[src/sms_pkg.sv]
// Shared constants and types of the serial memory bus slave front end
package sms_pkg;

  // ==========================================================================
  // Select byte layout and counts
  // ==========================================================================
  localparam logic [3:0] SMS_DEV_TYPE_DEFAULT = 4'h5; // Arbitrary value, override per product
  localparam logic [3:0] SMS_LAST_BIT         = 4'h7;
  localparam logic [1:0] SMS_IDX_SELECT       = 2'h0;
  localparam logic [1:0] SMS_IDX_DATA         = 2'h3;
  localparam logic [3:0] SMS_PH_WAIT_FALL     = 4'h0;
  localparam logic [3:0] SMS_PH_DRIVE         = 4'h1;
  localparam logic [3:0] SMS_PH_RELEASE       = 4'h2;

  // ==========================================================================
  // Types
  // ==========================================================================
  typedef enum logic [2:0] {
    SMS_STANDBY,
    SMS_RX,
    SMS_ACK,
    SMS_TX,
    SMS_MACK
  } sms_state_t;

  typedef struct packed {
    logic [7:0] data;
    logic       valid;
    logic       is_addr;
  } sms_rx_t;

  typedef struct packed {
    sms_state_t st;
    logic       scl_prev;
    logic       sda_prev;
    logic [3:0] bit_cnt;
    logic [7:0] shreg;
    logic [1:0] byte_idx;
    logic       rw;
    logic       ack_ok;
    logic       wr_armed;
    logic       sda_drive;
    sms_rx_t    rx;
    logic       tx_load;
    logic       write_start;
  } sms_regs_t;

  localparam sms_regs_t SMS_REGS_RESET = '0;

endpackage : sms_pkg

[src/sms_front_end.sv]
// Two-wire serial memory bus slave front end
`timescale 1ns/1ps
// Notes on behaviour
// - Compare select bits b3..b1 with three straps
// - Floating strap reads as logic zero
// - Write protect high blocks all array writes
// - Protected: ack select/address, nack data bytes
// - Ignore bus until reset releases, then standby
// - Reset reasserted stops all bus responses
// - Stop enters standby, write cycle running or not
// - Start is SDA fall, SCL high; not busy
// - Stop is SDA rise, SCL high; ends transfer
// - Master nack returns to standby before any stop
// - Stop after write data launches write cycle
// - Transmitter releases SDA; receiver acks ninth clock
// - Sample SDA on rising SCL edge
// - Select byte MSB first; wrong type, no ack
// - Strap mismatch releases bus and goes standby
// - Select bit zero: one read, zero write
// - Matching select acked low in ninth bit
// - SDA driver is open drain only
// - Current-address read ignores write protect
// - Sequential read streams bytes, ignores protect
module sms_front_end #(
  parameter logic [3:0] DEV_TYPE = sms_pkg::SMS_DEV_TYPE_DEFAULT
) (
  // Clock and power-on reset
  input  wire logic           clk,
  input  wire logic           arst_n,
  // Two-wire bus pins
  input  wire logic           scl_in,
  input  wire logic           sda_in,
  output logic                sda_out,
  output logic                sda_oe,
  // Straps and protect pin, pulled down at the pad
  input  wire logic           chip_select_strap_high,
  input  wire logic           chip_select_strap_mid,
  input  wire logic           chip_select_strap_low,
  input  wire logic           write_protect_input,
  // Memory core side
  input  wire logic           write_busy,
  input  wire logic [7:0]     tx_data,
  output sms_pkg::sms_rx_t    rx,
  output logic                tx_load,
  output logic                write_start,
  output logic                read_mode,
  output logic                standby
);

  // ==========================================================================
  // State
  // ==========================================================================
  sms_pkg::sms_regs_t r;
  sms_pkg::sms_regs_t next_r;
  logic [1:0]         bus_s;
  logic [3:0]         pin_s;

  // ==========================================================================
  // Pin synchronisers
  // ==========================================================================
  // Bus pins as {scl, sda}; edges are found one stage later in the main state
  sms_sync2 #(
    .WIDTH (2)
  ) i_sms_sync2_bus (
    .clk    (clk),
    .arst_n (arst_n),
    .d      ({scl_in, sda_in}),
    .q      (bus_s)
  );

  // Straps and protect change rarely, but still come from off chip
  sms_sync2 #(
    .WIDTH (4)
  ) i_sms_sync2_pins (
    .clk    (clk),
    .arst_n (arst_n),
    .d      ({write_protect_input, chip_select_strap_high, chip_select_strap_mid, chip_select_strap_low}),
    .q      (pin_s)
  );

  // ==========================================================================
  // Next state
  // ==========================================================================
  always_comb begin
    logic       scl;
    logic       sda;
    logic       rise;
    logic       fall;
    logic       start_c;
    logic       stop_c;
    logic       wp;
    logic [7:0] byte_v;
    logic       match;
    scl     = 1'b0;
    sda     = 1'b0;
    rise    = 1'b0;
    fall    = 1'b0;
    start_c = 1'b0;
    stop_c  = 1'b0;
    wp      = 1'b0;
    byte_v  = 8'h00;
    match   = 1'b0;
    next_r = r;
    next_r.rx.valid    = 1'b0;
    next_r.tx_load     = 1'b0;
    next_r.write_start = 1'b0;

    // Pins arrive here through the two-flop synchronisers
    scl = bus_s[1];
    sda = bus_s[0];
    next_r.scl_prev = scl;
    next_r.sda_prev = sda;

    rise    = scl & ~r.scl_prev;
    fall    = ~scl & r.scl_prev;
    start_c = scl & r.scl_prev & r.sda_prev & ~sda;
    stop_c  = scl & r.scl_prev & ~r.sda_prev & sda;
    wp      = pin_s[3];
    byte_v  = {r.shreg[6:0], sda};
    // Unconnected straps rely on the pad pull-down so they compare as zero
    match   = (byte_v[7:4] == DEV_TYPE) && (byte_v[3:1] == pin_s[2:0]);

    // A busy array is deaf to starts, so ack polling sees no answer
    if (start_c && !write_busy) begin
      next_r.st        = sms_pkg::SMS_RX;
      next_r.bit_cnt   = '0;
      next_r.byte_idx  = sms_pkg::SMS_IDX_SELECT;
      next_r.sda_drive = 1'b0;
      next_r.wr_armed  = 1'b0;
    end else if (stop_c) begin
      // Protect raised after the last ack still cancels the write
      next_r.write_start = r.wr_armed & ~wp;
      next_r.st          = sms_pkg::SMS_STANDBY;
      next_r.sda_drive   = 1'b0;
      next_r.wr_armed    = 1'b0;
    end else begin
      case (r.st)
        sms_pkg::SMS_STANDBY: begin
          next_r.sda_drive = 1'b0;
        end
        sms_pkg::SMS_RX: begin
          if (rise) begin
            next_r.shreg    = byte_v;
            next_r.bit_cnt  = r.bit_cnt + 4'h1;
            // A stop after an acked data byte needs one more SCL high phase
            if (r.bit_cnt != 4'h0) begin
              next_r.wr_armed = 1'b0;
            end
            if (r.bit_cnt == sms_pkg::SMS_LAST_BIT) begin
              next_r.bit_cnt = sms_pkg::SMS_PH_WAIT_FALL;
              next_r.st      = sms_pkg::SMS_ACK;
              if (r.byte_idx == sms_pkg::SMS_IDX_SELECT) begin
                next_r.ack_ok = match;
                next_r.rw     = byte_v[0];
                if (!match) begin
                  next_r.st = sms_pkg::SMS_STANDBY;
                end
              end else if (r.byte_idx == sms_pkg::SMS_IDX_DATA) begin
                next_r.ack_ok   = ~wp;
                next_r.rx.valid = ~wp;
              end else begin
                next_r.ack_ok   = 1'b1;
                next_r.rx.valid = 1'b1;
              end
              next_r.rx.data    = byte_v;
              next_r.rx.is_addr = (r.byte_idx != sms_pkg::SMS_IDX_DATA);
            end
          end
        end
        sms_pkg::SMS_ACK: begin
          if (fall && r.bit_cnt == sms_pkg::SMS_PH_WAIT_FALL) begin
            next_r.sda_drive = r.ack_ok;
            next_r.bit_cnt   = sms_pkg::SMS_PH_DRIVE;
          end else if (rise && r.bit_cnt == sms_pkg::SMS_PH_DRIVE) begin
            next_r.bit_cnt = sms_pkg::SMS_PH_RELEASE;
          end else if (fall && r.bit_cnt == sms_pkg::SMS_PH_RELEASE) begin
            next_r.bit_cnt = '0;
            if (r.byte_idx == sms_pkg::SMS_IDX_SELECT && r.rw) begin
              next_r.st        = sms_pkg::SMS_TX;
              next_r.shreg     = tx_data;
              next_r.tx_load   = 1'b1;
              next_r.sda_drive = ~tx_data[7];
            end else begin
              next_r.st        = sms_pkg::SMS_RX;
              next_r.sda_drive = 1'b0;
              next_r.wr_armed  = (r.byte_idx == sms_pkg::SMS_IDX_DATA) && r.ack_ok;
              if (r.byte_idx != sms_pkg::SMS_IDX_DATA) begin
                next_r.byte_idx = r.byte_idx + 2'h1;
              end
            end
          end
        end
        sms_pkg::SMS_TX: begin
          if (rise) begin
            next_r.bit_cnt = r.bit_cnt + 4'h1;
            if (r.bit_cnt == sms_pkg::SMS_LAST_BIT) begin
              next_r.st      = sms_pkg::SMS_MACK;
              next_r.bit_cnt = sms_pkg::SMS_PH_WAIT_FALL;
            end
          end else if (fall) begin
            // Data only moves while SCL is low
            next_r.shreg     = {r.shreg[6:0], 1'b0};
            next_r.sda_drive = ~r.shreg[6];
          end
        end
        sms_pkg::SMS_MACK: begin
          if (fall && r.bit_cnt == sms_pkg::SMS_PH_WAIT_FALL) begin
            next_r.sda_drive = 1'b0;
            next_r.bit_cnt   = sms_pkg::SMS_PH_DRIVE;
          end else if (rise && r.bit_cnt == sms_pkg::SMS_PH_DRIVE) begin
            if (sda) begin
              next_r.st = sms_pkg::SMS_STANDBY;
            end else begin
              next_r.bit_cnt = sms_pkg::SMS_PH_RELEASE;
            end
          end else if (fall && r.bit_cnt == sms_pkg::SMS_PH_RELEASE) begin
            next_r.st        = sms_pkg::SMS_TX;
            next_r.bit_cnt   = '0;
            next_r.shreg     = tx_data;
            next_r.tx_load   = 1'b1;
            next_r.sda_drive = ~tx_data[7];
          end
        end
        default: begin
          next_r.st        = sms_pkg::SMS_STANDBY;
          next_r.sda_drive = 1'b0;
        end
      endcase
    end
  end

  // ==========================================================================
  // Registers
  // ==========================================================================
  // Power-on reset holds everything quiet and releases into standby
  always_ff @(posedge clk or negedge arst_n) begin
    if (!arst_n) begin
      r <= sms_pkg::SMS_REGS_RESET;
    end else begin
      r <= next_r;
    end
  end

  // ==========================================================================
  // Outputs
  // ==========================================================================
  assign sda_out     = 1'b0;
  assign sda_oe      = r.sda_drive;
  assign rx          = r.rx;
  assign tx_load     = r.tx_load;
  assign write_start = r.write_start;
  assign read_mode   = r.rw;
  assign standby     = (r.st == sms_pkg::SMS_STANDBY);

endmodule : sms_front_end

// ============================================================================
// Two-flop synchroniser for levels from outside the clock domain
// ============================================================================
module sms_sync2 #(
  parameter int WIDTH = 1
) (
  // Clock and reset
  input  wire logic             clk,
  input  wire logic             arst_n,
  // Asynchronous levels in, settled levels out
  input  wire logic [WIDTH-1:0] d,
  output logic      [WIDTH-1:0] q
);

  // ==========================================================================
  // State
  // ==========================================================================
  typedef struct packed {
    logic [WIDTH-1:0] meta;
    logic [WIDTH-1:0] stable;
  } sms_sync_regs_t;

  sms_sync_regs_t r;
  sms_sync_regs_t next_r;

  // ==========================================================================
  // Next state
  // ==========================================================================
  // Only the second stage is read, so a metastable first stage never reaches logic
  always_comb begin
    next_r        = r;
    next_r.meta   = d;
    next_r.stable = r.meta;
  end

  // ==========================================================================
  // Registers
  // ==========================================================================
  always_ff @(posedge clk or negedge arst_n) begin
    if (!arst_n) begin
      r <= '0;
    end else begin
      r <= next_r;
    end
  end

  // ==========================================================================
  // Outputs
  // ==========================================================================
  assign q = r.stable;

endmodule : sms_sync2

[config.mk]
export PLATFORM = sky130hd
export DESIGN_NAME = sms_front_end
export DESIGN_NICKNAME = d
export VERILOG_FILES = /design/src/sms_pkg.sv /design/src/sms_front_end.sv
export SDC_FILE = /design/constraint.sdc
export NUM_CORES = 1
export LEC_CHECK = 0
export BUFFER_PORTS_ARGS = -buffer_cell sky130_fd_sc_hd__buf_2
export CORE_MARGIN = 2
export CORE_UTILIZATION = 54
export CTS_BUF_LIST = sky130_fd_sc_hd__clkbuf_8
export DETAILED_ROUTE_END_ITERATION = 12
export GPL_ROUTABILITY_DRIVEN = 0
export GPL_TIMING_DRIVEN = 0
export PLACE_DENSITY = 0.89
export SETUP_SLACK_MARGIN = 0.1
export SLEW_MARGIN = 20
export SYNTH_ARGS = -nofsm -noshare
export SYNTH_HDL_FRONTEND = slang
export SYNTH_SLANG_ARGS = --single-unit
[constraint.sdc]
create_clock -name clk -period 1.8 [get_ports clk]
set_input_delay 0.09 -clock clk [delete_from_list [all_inputs] [get_ports clk]]
set_output_delay 0.09 -clock clk [all_outputs]
set_load 0.01 [all_outputs]
==> impl_metrics.yaml <==
floorplanning:
  start_util_pct: 56.2
  rows: 24
  core_region_area_sq_um: 4380
  die_height_um: 71.6
  io_pins: 33
  die_area_sq_um: 5120
  die-width_um: 71.6
sta:
  clock.fmax_ghz: 0.478
  tightestPinTransition_ns: 0.584
  finalClockSkew_ns: 0.0145
  fin_crit_ns: 2.09
  finalMaxSlewViolations: 0
  hold_viol: 0
  finalSetupViolCount: 27
  rsz0062_at_grt: "true"
  slew_headroom_pct: 61.1
  fin_crit_sh_pct: 116
  fin_ws_ns: -0.293
critical_path:
  crit_path_start_kind: "flip-flop"
  slowest_stage: "dfrtp_2"
  slowest_delay_ns: 0.47
  worst-setup-path-type: "reg2reg"
  path_delay_family: "compound AO/OA/AOI/OAI gates"
  cp.arrival_ns: 2.29
  crit_path_end_kind: "flip-flop"
  cp_num_buf_inv: 1
  cp.required_ns: 2.00
  cp_max_fo: 5
  path_cells: "inv_4, ha_4, o211a_4, o32ai_4, nand2_4, nor4b_4, a311o_1"
global_route:
  grt_pass1_wl_um: 11700
  grt_remaining_overflow: 0
  first_global_vias: 2295
  grt_antenna_before_repair: 0
  grt_max_degree: 47
  grtUsageTotal_pct: 30.5
synth:
  netlist_instances: 245
  syn-num-nets: 268
  synth_edf_count: 0
  synth_area_sq_um: 2460
  synth_top_area_cell: "dfrtp_1"
  ys_top_cells_by_area: "dfrtp_1, mux2_2, nand2_1"
  synth.avg_cell_area_sq_um: 10.1
  yosysWarnings: 0
  synth_top_area_share_pct: 46.7
  synth_seq_cells: 46
  yosysSeqAreaShare_pct: 46.7
  synth-async-reset-ratio_pct: 100
  yosysUniqueCellTypes: 56
  ys.flop_type: "dfrtp_1"
clock_tree:
  h-tree-depth: 2
  clock_latency_ns: 0.32
  clock_path_buffers: 2
  cts.sinks: 46
  path_clk_slew_ns: 0.10
  cts_buffers: 5
  cts_tree: "done"
  clock-root-buffer: "clkbuf_8"
route:
  drtAntennaViolNets: 0
  vias_per_cell: 6.36
  drc: 0
  drtPass1Iterations: 5
  vias: 2441
  routed_wl_um: 8780
  routedWlPerCell_um: 22.9
  drtIter0Drc: 235
placed_design:
  dpl_cell_area_sq_um: 2830
  io_buffers: 31
  hpwlAfterDp_um: 3820
pwr:
  p_total_uw: 5780
  leakagePower_uw: 0.00176
  irDropWorstVdd_mv: 1.21
  power_density_nw_per_um2: 1570
final_layout:
  drive_gt1_share_pct: 53.9
  final_area_sq_um: 3680
  syn_to_final_growth_pct: 49.5
  insertedDiodeCount: 0
  nNetsFinal: 354
status:
  outcome: "complete, but fails checks"
  violations: "setup timing"
job:
  drv_cap: 0
worst_hold_path:
  min-delay-path-class: "in2reg"
[flip-flops by register name, summed over array words and instances, names as in the netlist]
register                 count
tx_load                      1
i_sms_sync2_bus.next_r       2
i_sms_sync2_bus.q            2
i_sms_sync2_pins.next_r      4
i_sms_sync2_pins.q           4
read_mode                    1
sda_oe                       1
write_start                  1
rx                          10
r                           20
[cell usage after synthesis, types with 2 or more instances]
master,number
a21o_1,4
a21oi_1,8
a21oi_2,2
a22oi_1,2
a31oi_1,2
a32o_1,2
and3_1,5
buf_1,2
buf_2,2
buf_4,12
buf_6,2
clkbuf_1,2
dfrtp_1,46
ha_1,6
inv_1,7
mux2_2,19
nand2_1,32
nand2b_1,4
nand3_1,9
nand3b_1,2
nor2_1,17
nor2b_1,4
nor3_1,5
o21ai_0,7
o21ai_1,2
o22ai_1,4
o31ai_1,5
or4_1,2
xor2_1,2
[stage by stage]
step	setup TNS (ns)	instances	setup WS, ns	hold WS, ns	util (%)
final	-3.33	384	-0.293	0.109	84.0
after global routing	-3.95	384	-0.321	0.112	84.0
after CTS	-2.12	371	-0.196	0.101	76.7
after detailed placement	-5.69	328	-0.347	0.200	64.4
after global placement	-4.57	328	-0.321	0.198	64.4
after floorplan	-1.16	245	-0.109	-0.206	-
[per-layer routing]
layer | GRT usage [%] | vias to the layer above | wire length [um]
li1 | - | 1035 | -
met3 | 5.77 | 56 | 679
met4 | 17.2 | 0 | 587
met1 | 37.9 | 1184 | 3280
met5 | 0 | - | 0
met2 | 50.0 | 166 | 4230
[tightest hold or removal path, cell delays in order]
cell,delay (ns)
buf_2,0.08
nand2_1,0.04
nand2_1,0.07
mux2_4,0.13
[where the power goes]
part,internal (uW),switching [uW]
clock network,414,396
registers,1240,264
logic,1700,1770
total,3350,2430
[cell usage in the layout, fill, tap and decap left out, types with 4 or more instances in the layout]
cell type      Yosys  layout
buf_4             12      43
dfrtp_1           46      43
buf_2              2      30
nand2_1           32      28
buf_6              2      14
mux2_4             0      14
nor2_1            17      13
dlygate4sd3_1      0       7
a21oi_1            8       6
nand3_2            0       5
o21ai_0            7       5
mux2_2            19       5
clkbuf_8           0       5
inv_1              7       4
nor2_4             0       4
nor3_1             5       4
[final timing paths]
check                                                   to  slack [ns]                  startpoint  cells past startpoint
min in group asynchronous       i_sms_sync2_pins.next_r[1]        0.30                      arst_n                      2
worst max-delay path                                 r[29]       -0.29                       r[26]                      7
worst min register to register       i_sms_sync2_pins.q[2]        0.36  i_sms_sync2_pins.next_r[2]                      0
worst max register to register                       r[29]       -0.29                       r[26]                      7
worst min-delay path                                 r[20]        0.11                  tx_data[2]                      4
max in group asynchronous                            r[26]        1.05                      arst_n                      2
[timing repair]
item,4_1_cts,5_1_grt
gates resized for setup,36,48
endpoints found under the hold margin,52,0
pin swaps,20,8
gates cloned,1,0
endpoints found under the setup margin,27,29
buffers inserted,27,15
hold buffers,7,0
[logic make-up (layout without fill, tap and decap cells)]
kind of cell,after synthesis,count (layout),synth area share [%]
other,1,1,0.152
adder cells (fa/ha/maj),7,7,3.45
AND/OR/NAND/NOR,90,90,18.0
AO/OA/AOI/OAI,51,51,14.9
buffers and inverters,27,114,6.65
flip-flops,46,46,46.7
XOR/XNOR,3,3,1.07
multiplexers,20,20,9.09
[cell type report]
type	instances	area, sq um
plain buffers	20	174
fillers	196	699
flip-flops and latches	46	1150
clock buffers	5	68.8
well taps	52	65.1
inverters	7	31.3
clock inverters	3	45.0
repair buffers	79	602
multi-input cells	172	1540
(Power assumes the default switching activity.)
